--- src/bpsc_consts.svh ---
// Constants of the backup power state controller: offsets, codes, timings.
// Assumes a 125 MHz clock; included by the package and the controller.
`ifndef BPSC_CONSTS_SVH
`define BPSC_CONSTS_SVH
`define BPSC_ADDR_STATUS     8'h00
`define BPSC_ADDR_CTRL       8'h06
`define BPSC_ADDR_FAULT      8'h07
`define BPSC_CTRL_BLOCKING_SWITCH_BIT   2
`define BPSC_STATE_LSB       0
`define BPSC_CTRL_RESET      8'h00
`define BPSC_CLK_NS          8
`define BPSC_SS_TIME_NS      1000000
`define BPSC_SS_CYCLES       ((`BPSC_SS_TIME_NS + `BPSC_CLK_NS - 1) / `BPSC_CLK_NS)
`endif

--- src/bpsc_pkg.sv ---
// Types of the backup power state controller.
// Assumes bpsc_consts.svh sits in the same folder.
`include "bpsc_consts.svh"
package bpsc_pkg;
    typedef enum logic [2:0] {
        BPSC_ST_POR      = 3'h0,
        BPSC_ST_SOFT     = 3'h1,
        BPSC_ST_NORMAL   = 3'h2,
        BPSC_ST_HEALTH   = 3'h3,
        BPSC_ST_BACKUP   = 3'h4,
        BPSC_ST_INHIBIT  = 3'h5,
        BPSC_ST_SHUTDOWN = 3'h6
    } bpsc_state_e;
    // Comparator decisions from the analog front end.
    typedef struct packed {
        logic master_en;
        logic input_ok;
        logic vin_vout_ok;
        logic input_fault;
        logic vout_vb_ok;
        logic temp_warn;
        logic temp_hot;
        logic temp_shutdown;
        logic overcurrent;
        logic ref_ok;
        logic boot_ok;
        logic comp_ok;
        logic storage_full;
        logic storage_above_vin;
        logic storage_low;
        logic health_req;
        logic health_done;
        logic health_fail;
    } bpsc_sense_s;
    typedef struct packed {
        logic input_switch;
        logic boost;
        logic buck;
        logic blocking_switch;
        logic charge_cc;
        logic reference;
    } bpsc_enables_s;
    typedef struct packed {
        logic power_loss_flag;
        logic output_good;
        logic storage_good;
        logic fault_alert;
    } bpsc_flags_s;
    typedef struct packed {
        bpsc_state_e   state;
        logic [19:0]   timer;
        logic [7:0]    ctrl;
        logic          fault_latch;
        logic          alert_pend;
        bpsc_enables_s en;
        bpsc_flags_s   flg;
        logic [7:0]    rdata;
        logic          rvalid;
        logic [1:0]    sync_a_stor;
        logic [1:0]    sync_b_stor;
    } bpsc_reg_s;
endpackage

--- src/bpsc_ctrl.sv ---
// Backup power state controller with its small register port.
// Assumes sense inputs come from asynchronous comparators and pins.
//
// Overview of operation
// - Backup-inhibit keeps the output powered and never enters backup.
// - Storage-good is held low throughout backup-inhibit.
// - After soft-start, pass through normal straight into backup-inhibit.
// - In inhibit the blocking switch is on by pin or control bit.
// - Charge first at constant current to input level, then boost.
// - Storage full: leave inhibit for normal, storage-good rises.
// - Failed readiness check in normal: alert low, then backup-inhibit.
// - Over the shutdown temperature, enter shutdown with everything off.
// - The register port does not answer in shutdown.
// - Leave shutdown for soft-start once cool and no overcurrent.
// - The present state code is readable in the status register.
// - Each state drives a base set of enables; pin, control bit, heat and health check adjust it.
// - Normal: switches on, boost recharges, all status outputs high.
// - Master enable low in normal: enter backup, statuses low, then off.
// - Storage-path pin low: boost, buck off, blocking switch off outside inhibit; alert low.
// - Health check holds boost off; failure drops storage-good and alert.
// - Warm band keeps running but raises the thermal alert.
// - Hot band stops boost, storage-good follows storage, alert low.
// - Alert stays low until status is read, and while fault persists.
//
// Chosen here: the address-and-strobe port and the address map.
`timescale 1ns/1ns
`include "bpsc_consts.svh"
module bpsc_ctrl
    import bpsc_pkg::*;
#(
    parameter int SS_CYCLES = `BPSC_SS_CYCLES
) (
    input  wire logic          clk,
    input  wire logic          rst_b,
    input  wire bpsc_sense_s   sense_in,
    input  wire logic          storage_path_enable_pin,
    input  wire logic [7:0]    reg_addr,
    input  wire logic [7:0]    reg_wdata,
    input  wire logic          reg_wr,
    input  wire logic          reg_rd,
    output logic [7:0]         reg_rdata,
    output bpsc_enables_s      enables_out,
    output logic               power_loss_flag_out,
    output logic               output_good_out,
    output logic               storage_good_out,
    output logic               fault_alert_out,
    output logic               fault_alert_oe
);
    bpsc_reg_s   r_q;
    bpsc_reg_s   r_d;
    bpsc_sense_s s1_q;
    bpsc_sense_s s_q;
    logic        pin1_q;
    logic        pin_q;

    // Two stages before anything reads the comparators.
    always_ff @(posedge clk) begin
        if (!rst_b) begin
            s1_q   <= '0;
            s_q    <= '0;
            pin1_q <= 1'b0;
            pin_q  <= 1'b0;
        end else begin
            s1_q   <= sense_in;
            s_q    <= s1_q;
            pin1_q <= storage_path_enable_pin;
            pin_q  <= pin1_q;
        end
    end

    function automatic bpsc_enables_s state_enables(input bpsc_state_e st);
        bpsc_enables_s e;
        e = '0;
        unique case (st)
            BPSC_ST_POR, BPSC_ST_SHUTDOWN: e = '0;
            BPSC_ST_SOFT: begin
                e.input_switch = 1'b1;
                e.reference    = 1'b1;
            end
            BPSC_ST_NORMAL, BPSC_ST_HEALTH: begin
                e.input_switch    = 1'b1;
                e.boost           = 1'b1;
                e.blocking_switch = 1'b1;
                e.reference       = 1'b1;
            end
            BPSC_ST_BACKUP: begin
                e.buck            = 1'b1;
                e.blocking_switch = 1'b1;
                e.reference       = 1'b1;
            end
            BPSC_ST_INHIBIT: begin
                e.input_switch    = 1'b1;
                e.blocking_switch = 1'b1;
                e.reference       = 1'b1;
            end
            default: e = '0;
        endcase
        return e;
    endfunction

    logic ready_ok;
    logic fault_now;
    logic blocking_switch_req;
    logic hot_any;
    logic pass_normal;

    always_comb begin
        r_d       = r_q;
        // Readiness checks that make backup possible.
        ready_ok  = s_q.vout_vb_ok && !s_q.temp_hot && s_q.ref_ok &&
                    s_q.boot_ok && s_q.comp_ok;
        blocking_switch_req  = pin_q || r_q.ctrl[`BPSC_CTRL_BLOCKING_SWITCH_BIT];
        hot_any   = s_q.temp_warn || s_q.temp_hot;
        fault_now = hot_any || !pin_q || !ready_ok ||
                    r_q.state == BPSC_ST_BACKUP ||
                    (r_q.state == BPSC_ST_HEALTH && s_q.health_fail);
        pass_normal = 1'b0;
        r_d.rvalid = 1'b0;
        r_d.rdata  = '0;
        r_d.timer  = '0;
        r_d.alert_pend = 1'b0;

        // The register port is silent during shutdown.
        if (r_q.state != BPSC_ST_SHUTDOWN) begin
            if (reg_wr && reg_addr == `BPSC_ADDR_CTRL) begin
                r_d.ctrl = reg_wdata;
            end
            if (reg_rd) begin
                unique case (reg_addr)
                    `BPSC_ADDR_STATUS: begin
                        r_d.rdata = {5'h00, r_q.state};
                        r_d.fault_latch = 1'b0;
                    end
                    `BPSC_ADDR_CTRL:  r_d.rdata = r_q.ctrl;
                    `BPSC_ADDR_FAULT: r_d.rdata = {7'h00, r_q.fault_latch};
                    default:          r_d.rdata = '0;
                endcase
            end
        end
        // A persisting fault sets again and wins over the read.
        if (fault_now && r_q.state != BPSC_ST_POR &&
            r_q.state != BPSC_ST_SOFT) begin
            r_d.fault_latch = 1'b1;
        end

        if (s_q.temp_shutdown) begin
            r_d.state = BPSC_ST_SHUTDOWN;
        end else begin
            unique case (r_q.state)
                BPSC_ST_POR: begin
                    if (s_q.master_en && s_q.input_ok) begin
                        r_d.state = BPSC_ST_SOFT;
                    end
                end
                BPSC_ST_SOFT: begin
                    r_d.timer = r_q.timer + 20'h00001;
                    if (!s_q.master_en || !s_q.input_ok) begin
                        r_d.state = BPSC_ST_POR;
                    end else if (s_q.vin_vout_ok &&
                                 r_q.timer >= 20'(SS_CYCLES - 1)) begin
                        r_d.state = BPSC_ST_NORMAL;
                        r_d.alert_pend = 1'b1;
                    end
                end
                BPSC_ST_NORMAL, BPSC_ST_HEALTH: begin
                    if (!s_q.master_en || s_q.input_fault) begin
                        r_d.state = BPSC_ST_BACKUP;
                    end else if (r_q.alert_pend) begin
                        // Transit after soft-start goes on to inhibit.
                        r_d.state = BPSC_ST_INHIBIT;
                    end else if (!ready_ok) begin
                        // Move only once the alert is out, so the host
                        // hears of the failure ahead of the change.
                        if (!r_q.flg.fault_alert) begin
                            r_d.state = BPSC_ST_INHIBIT;
                        end
                    end else if (r_q.state == BPSC_ST_HEALTH) begin
                        if (s_q.health_fail) begin
                            r_d.state = BPSC_ST_INHIBIT;
                        end else if (s_q.health_done) begin
                            r_d.state = BPSC_ST_NORMAL;
                        end
                    end else if (s_q.health_req) begin
                        r_d.state = BPSC_ST_HEALTH;
                    end
                end
                BPSC_ST_BACKUP: begin
                    if (s_q.storage_low || !s_q.master_en) begin
                        if (s_q.storage_low) begin
                            r_d.state = BPSC_ST_POR;
                        end
                    end
                end
                BPSC_ST_INHIBIT: begin
                    // No way to backup from here.
                    if (!s_q.master_en) begin
                        r_d.state = BPSC_ST_POR;
                    end else if (s_q.storage_full && ready_ok && pin_q) begin
                        pass_normal = 1'b1;
                        r_d.state = BPSC_ST_NORMAL;
                    end
                end
                BPSC_ST_SHUTDOWN: begin
                    if (!s_q.overcurrent) begin
                        r_d.state = BPSC_ST_SOFT;
                    end
                end
                default: r_d.state = BPSC_ST_POR;
            endcase
        end

        r_d.en = state_enables(r_d.state);
        if (r_d.state == BPSC_ST_INHIBIT) begin
            r_d.en.blocking_switch = blocking_switch_req;
            // Constant current up to input level, then boost.
            r_d.en.charge_cc = blocking_switch_req && !s_q.storage_above_vin;
            r_d.en.boost = blocking_switch_req && s_q.storage_above_vin &&
                           !s_q.temp_hot;
        end
        if (r_d.state == BPSC_ST_HEALTH || s_q.temp_hot) begin
            r_d.en.boost = 1'b0;
        end
        if (!pin_q) begin
            // In inhibit the control bit alone may still close the switch,
            // so the host can charge storage before raising the pin.
            if (r_d.state != BPSC_ST_INHIBIT) begin
                r_d.en.blocking_switch = 1'b0;
                r_d.en.charge_cc       = 1'b0;
            end
            r_d.en.boost           = 1'b0;
            r_d.en.buck            = 1'b0;
        end

        unique case (r_d.state)
            BPSC_ST_NORMAL, BPSC_ST_HEALTH, BPSC_ST_INHIBIT: begin
                r_d.flg.power_loss_flag = 1'b1;
                r_d.flg.output_good     = 1'b1;
            end
            default: begin
                r_d.flg.power_loss_flag = 1'b0;
                r_d.flg.output_good     = 1'b0;
            end
        endcase
        if (r_d.state == BPSC_ST_INHIBIT) begin
            r_d.flg.storage_good = 1'b0;
        end else if (r_d.state == BPSC_ST_HEALTH && s_q.health_fail) begin
            r_d.flg.storage_good = 1'b0;
        end else if (!pin_q || s_q.temp_hot) begin
            r_d.flg.storage_good = s_q.storage_full;
        end else begin
            r_d.flg.storage_good = r_d.state == BPSC_ST_NORMAL ||
                                   r_d.state == BPSC_ST_HEALTH ||
                                   pass_normal;
        end
        // Alert low on fault, warm band, or unread latched fault.
        r_d.flg.fault_alert = !(r_d.fault_latch || fault_now);
        if (r_d.state == BPSC_ST_POR || r_d.state == BPSC_ST_SHUTDOWN) begin
            r_d.flg.fault_alert = 1'b0;
        end
        r_d.rvalid = reg_rd;
        r_d.sync_a_stor = '0;
        r_d.sync_b_stor = '0;
    end

    always_ff @(posedge clk) begin
        if (!rst_b) begin
            r_q       <= '0;
            r_q.state <= BPSC_ST_POR;
            r_q.ctrl  <= `BPSC_CTRL_RESET;
        end else begin
            r_q <= r_d;
        end
    end

    assign reg_rdata           = r_q.rdata;
    assign enables_out         = r_q.en;
    assign power_loss_flag_out = r_q.flg.power_loss_flag;
    assign output_good_out     = r_q.flg.output_good;
    assign storage_good_out    = r_q.flg.storage_good;
    assign fault_alert_out     = 1'b0;
    assign fault_alert_oe      = !r_q.flg.fault_alert;

    AST_INHIBIT_NO_BACKUP: assert property (@(posedge clk) disable iff (!rst_b)
        r_q.state == BPSC_ST_INHIBIT && !s_q.temp_shutdown |=>
        r_q.state != BPSC_ST_BACKUP) else $error("Backup from inhibit");
    AST_INHIBIT_STR_LOW: assert property (@(posedge clk) disable iff (!rst_b)
        r_q.state == BPSC_ST_INHIBIT |-> !storage_good_out)
        else $error("Storage good high in inhibit");
    AST_SOFT_TO_INHIBIT: assert property (@(posedge clk) disable iff (!rst_b)
        $past(r_q.state) == BPSC_ST_SOFT && r_q.state == BPSC_ST_NORMAL &&
        s_q.master_en && !s_q.input_fault && !s_q.temp_shutdown |=>
        r_q.state == BPSC_ST_INHIBIT) else $error("No pass to inhibit");
    AST_BLOCKING_SWITCH_IN_INHIBIT: assert property (
        @(posedge clk) disable iff (!rst_b)
        r_d.state == BPSC_ST_INHIBIT && blocking_switch_req |=> enables_out.blocking_switch)
        else $error("Blocking switch off");
    AST_CC_THEN_BOOST: assert property (@(posedge clk) disable iff (!rst_b)
        !(enables_out.charge_cc && enables_out.boost))
        else $error("Both charge phases");
    AST_SHUTDOWN_OFF: assert property (@(posedge clk) disable iff (!rst_b)
        $past(s_q.temp_shutdown) |-> r_q.state == BPSC_ST_SHUTDOWN &&
        enables_out == '0) else $error("Shutdown not off");
    AST_SHUTDOWN_SILENT: assert property (@(posedge clk) disable iff (!rst_b)
        r_q.state == BPSC_ST_SHUTDOWN && reg_rd |=> reg_rdata == 8'h00)
        else $error("Port answered in shutdown");
    AST_STATE_READ: assert property (@(posedge clk) disable iff (!rst_b)
        reg_rd && reg_addr == `BPSC_ADDR_STATUS &&
        r_q.state != BPSC_ST_SHUTDOWN |=> reg_rdata[2:0] == $past(r_q.state))
        else $error("State code wrong");
    AST_PIN_LOW_OFF: assert property (
        @(posedge clk) disable iff (!rst_b)
        !pin_q |=> !enables_out.boost && !enables_out.buck &&
        fault_alert_oe && (!enables_out.blocking_switch ||
        r_q.state == BPSC_ST_INHIBIT && $past(r_q.ctrl[`BPSC_CTRL_BLOCKING_SWITCH_BIT])))
        else $error("Pin low ignored");
    AST_HOT_NO_BOOST: assert property (@(posedge clk) disable iff (!rst_b)
        s_q.temp_hot |=> !enables_out.boost) else $error("Boost hot");
    AST_ALERT_THEN_INHIBIT: assert property (
        @(posedge clk) disable iff (!rst_b)
        r_q.state == BPSC_ST_NORMAL && !r_q.alert_pend &&
        r_d.state == BPSC_ST_INHIBIT |-> !r_q.flg.fault_alert)
        else $error("Inhibit before alert");
    AST_STR_RISES_ON_EXIT: assert property (
        @(posedge clk) disable iff (!rst_b)
        r_q.state == BPSC_ST_INHIBIT ##1 r_q.state == BPSC_ST_NORMAL
        |-> storage_good_out)
        else $error("Storage good low after charge");
    AST_NORMAL_STATUS: assert property (
        @(posedge clk) disable iff (!rst_b)
        r_q.state == BPSC_ST_NORMAL |-> power_loss_flag_out &&
        output_good_out && enables_out.input_switch)
        else $error("Normal status wrong");
    AST_BACKUP_STATUS: assert property (
        @(posedge clk) disable iff (!rst_b)
        r_q.state == BPSC_ST_BACKUP |-> !power_loss_flag_out &&
        !output_good_out && !enables_out.input_switch && !enables_out.boost)
        else $error("Backup status wrong");
    AST_SOFT_ENABLES: assert property (
        @(posedge clk) disable iff (!rst_b)
        r_q.state == BPSC_ST_SOFT |-> enables_out == 6'h21)
        else $error("Soft-start enables wrong");
    AST_OC_HOLDS_SHUTDOWN: assert property (
        @(posedge clk) disable iff (!rst_b)
        r_q.state == BPSC_ST_SHUTDOWN && s_q.overcurrent |=>
        r_q.state == BPSC_ST_SHUTDOWN)
        else $error("Shutdown left with overcurrent");
    AST_HEALTH_NO_BOOST: assert property (
        @(posedge clk) disable iff (!rst_b)
        r_q.state == BPSC_ST_HEALTH |-> !enables_out.boost)
        else $error("Boost on in health check");
    AST_WARN_ALERT: assert property (
        @(posedge clk) disable iff (!rst_b)
        s_q.temp_warn |=> fault_alert_oe)
        else $error("No thermal alert");
    AST_LATCH_HOLDS: assert property (
        @(posedge clk) disable iff (!rst_b)
        r_q.fault_latch && !(reg_rd && reg_addr == `BPSC_ADDR_STATUS) |=>
        r_q.fault_latch)
        else $error("Fault latch lost without read");
endmodule

--- config.mk ---
export PLATFORM = sky130hd
export DESIGN_NAME = bpsc_ctrl
export DESIGN_NICKNAME = d
export VERILOG_FILES = /design/src/bpsc_pkg.sv /design/src/bpsc_ctrl.sv
export VERILOG_INCLUDE_DIRS = /design/src
export SDC_FILE = /design/constraint.sdc
export NUM_CORES = 1
export LEC_CHECK = 0
export BUFFER_PORTS_ARGS = -buffer_cell sky130_fd_sc_hd__clkbuf_2
export CELL_PAD_IN_SITES_DETAIL_PLACEMENT = 1
export CELL_PAD_IN_SITES_GLOBAL_PLACEMENT = 1
export CORE_MARGIN = 2
export CORE_UTILIZATION = 35
export DETAILED_ROUTE_END_ITERATION = 10
export GPL_TIMING_DRIVEN = 1
export PLACE_DENSITY_LB_ADDON = 0.15
export SLEW_MARGIN = 25
export SYNTH_ARGS = -nofsm -noshare
export SYNTH_HDL_FRONTEND = slang
export SYNTH_SLANG_ARGS = --single-unit
--- constraint.sdc ---
create_clock -name clk -period 2.2 [get_ports clk]
set_input_delay 0.22 -clock clk [delete_from_list [all_inputs] [get_ports clk]]
set_output_delay 0.22 -clock clk [all_outputs]
set_load 0.1 [all_outputs]
==> metrics.csv <==
metric;value;unit
Distinct cells, synth;58;
asr flop ratio synth;0;%
CP max FO;5;
die width;104;µm
fin util;41.7;%
gpl congestion;0.764;
placed wire-length estimate;5320;µm
Clock Pin Slew Worst Setup and Hold Paths;0.10;ns
number of hold buffers added after cts;0;
synth top area cells;dfxtp_1, and2_1, nor2_1;
Fin. Hold Viols;0;
Die Area;10800;µm²
initial DRC count;91;
Slew HR;59.4;%
post-layout net count;451;
Hold Path Class;input port to flop;
post-route minimum period;2.04;ns
CTS max path bufs;2;
unrepaired setup endpoints after global routing;false;
IO Port Bufs;56;
via count;2566;
TritonCTS buffer count;9;
vias per cell;4.67;
Worst setup SP type;flop;
top cell type's share of synthesized area;50.5;%
Pre-antenna DRT Iters;4;
CTS sink count;88;
die height;104;µm
Worst setup EP type;flop;
Pleak;0.00164;µW
Mean Syn Cell Area;9.64;µm²
first-pass GRT wire length;12200;µm
Final setup viols;0;
# H-tree levels;3;
Cells after Synth;362;
Post-synth EDFFs;0;
share of layout cells above drive strength 1;24.5;%
mapped cell area;3490;µm²
maxcap violations;0;
FF-to-FF setup slack;0.16;ns
vias in the first global route;2595;
clock latency on the worst-skew pair;0.36;ns
Mapped Nets;402;
CTS root buf;clkbuf_8;
Most used DFF post-synth;dfxtp_1;
placement row count;36;
Req. time, crit path;2.48;ns
Fillers;1167;
Ports;58;
P&R area growth vs syn;16.3;%
Avg WL per Cell;13.1;µm
Slew Viols, Final;0;
CP Class;flop to flop;
Ys Warns;0;
Fmax;490;MHz
clk_skew;0.0103;ns
outcome;completed;
TritonCTS clock tree;built;
pre-CTS setup slack;0.0277;ns
cell accounting for the most synthesized area;dfxtp_1;
Max VDD drop;0.324;mV
final setup margin;0.159;ns
n_diodes;0;
Seq/Total Area, Yosys;50.5;%
final period utilization;92.8;%
initial antenna violation count;0;
Initial Util;35.9;%
CORE AREA;9730;µm²
DR DRC count;0;
pin count of the biggest net entering global routing;45;
#FFs+latches synth;88;
CP Data Arrival Time;2.32;ns
TNS Setup;0;ns
total grt overflow;0;
P per Cell Area;720;nW/µm²
hold_ws;0.0543;ns
total wire length;7180;µm
remaining antenna violation count;0;
GRT Total Usage;13.8;%
Least-Margin Pin Slew;0.607;ns
-- critical path, cell delays in order, from the launching register on --
cell       delay [ns]
dfxtp_1          0.35
ha_1             0.23
a2111oi_4        0.33
o21ai_2          0.13
and3_1           0.19
o211ai_4         0.21
nand2b_4         0.10
or2_4            0.25
nor4_4           0.19
-- logic make-up (layout without fill, tap and decap cells) --
family | count (synthesis) | count (layout) | share of synthesized area, %
xor gates and xnor gates | 16 | 16 | 4.01
other | 1 | 1 | 0.107
buffers and inverters | 36 | 90 | 5.84
DFF | 88 | 88 | 50.5
and+or+nand+nor | 175 | 175 | 28.5
adders and majority gates | 1 | 1 | 0.358
AOI/OAI and AO/OA | 37 | 37 | 8.39
muxes | 8 | 8 | 2.29
-- cell usage in the layout, fill, tap and decap left out, drive strengths merged, types with 4 or more instances in the layout --
cell    netlist  layout
nand3        13      13
xor2         11      11
dfxtp        88      88
a31oi         4       4
nor2         48      48
and2         46      46
clkbuf       11      65
nor3          6       6
or3           5       5
and3          7       7
nand2        19      19
a21oi         6       6
inv           6      10
mux2i         8       8
nor4          6       6
o21ai         8       8
buf          19      12
nand4         6       6
xnor2         5       5
-- worst paths after layout --
kind,from,endpoint,cells after the start
worst min-delay path,sense_in[5],s1_q[5]$_SDFF_PN0_,2
worst min register to register,s1_q[10]$_SDFF_PN0_,s_q[10]$_SDFF_PN0_,1
worst max register to register,r_q[34]$_SDFF_PP0_,enables_out[1]$_SDFF_PN0_,8
worst max-delay path,r_q[34]$_SDFF_PP0_,enables_out[1]$_SDFF_PN0_,8
-- area by class of cell --
cell class	instances	area (µm²)	area share (%)
well taps	133	166	4.10
inverters	6	22.5	0.555
clock inverters	7	72.6	1.79
repair buffers	68	370	9.12
flip-flops and latches	88	1760	43.4
multi-input cells	238	1540	38.0
clock buffers	9	124	3.05
-- synthesized netlist by cell type (all sizes together), types with 4 or more instances --
library cell and instances:
buf 19, xnor2 5, clkbuf 11, dfxtp 88
nand2 19, or3 5, xor2 11, and3 7
mux2i 8, nand3 13, nand4 6, nor4 6
inv 6, a31oi 4, o21ai 8, a21oi 6
nor3 6, and2 46, nor2 48
-- through the flow --
step / instances / total power, µW / cell area (µm²)
after floorplan: 362 / 1800 / 3490
after global placement: 531 / 1860 / 3830
after detailed placement: 531 / 1860 / 3830
after CTS: 547 / 2960 / 4030
after global routing: 549 / 3060 / 4060
final: 549 / 2920 / 4060
-- registers in the layout, indices dropped and copies added, names as in the netlist --
name and cells:
enables_out 6, pin1_q 1, pin_q 1, power_loss_flag_out 1, r_q 34, reg_rdata 8, s1_q 18, s_q 18
storage_good_out 1
-- routing by layer --
| metal | vias to the layer above | global-route usage (%) | routed length [µm] |
|---|---|---|---|
| met5 | - | 0 | 0 |
| met4 | 0 | 4.05 | 73 |
| met3 | 8 | 3.51 | 292 |
| met2 | 48 | 22.7 | 3230 |
| met1 | 1197 | 18.0 | 3580 |
| li1 | 1313 | - | - |
-- power by group --
part           leakage (µW)  switching, µW  internal [µW]
clock network     0.0000970            651            446
registers          0.000719           19.1           1630
logic              0.000826           99.3           77.1
-- timing repair --
item,CTS,global route
setup endpoints to repair,0,6
resized for setup,0,5
hold endpoints to repair,0,0
setup buffers,0,2
Power figures use the tool's default switching activity.
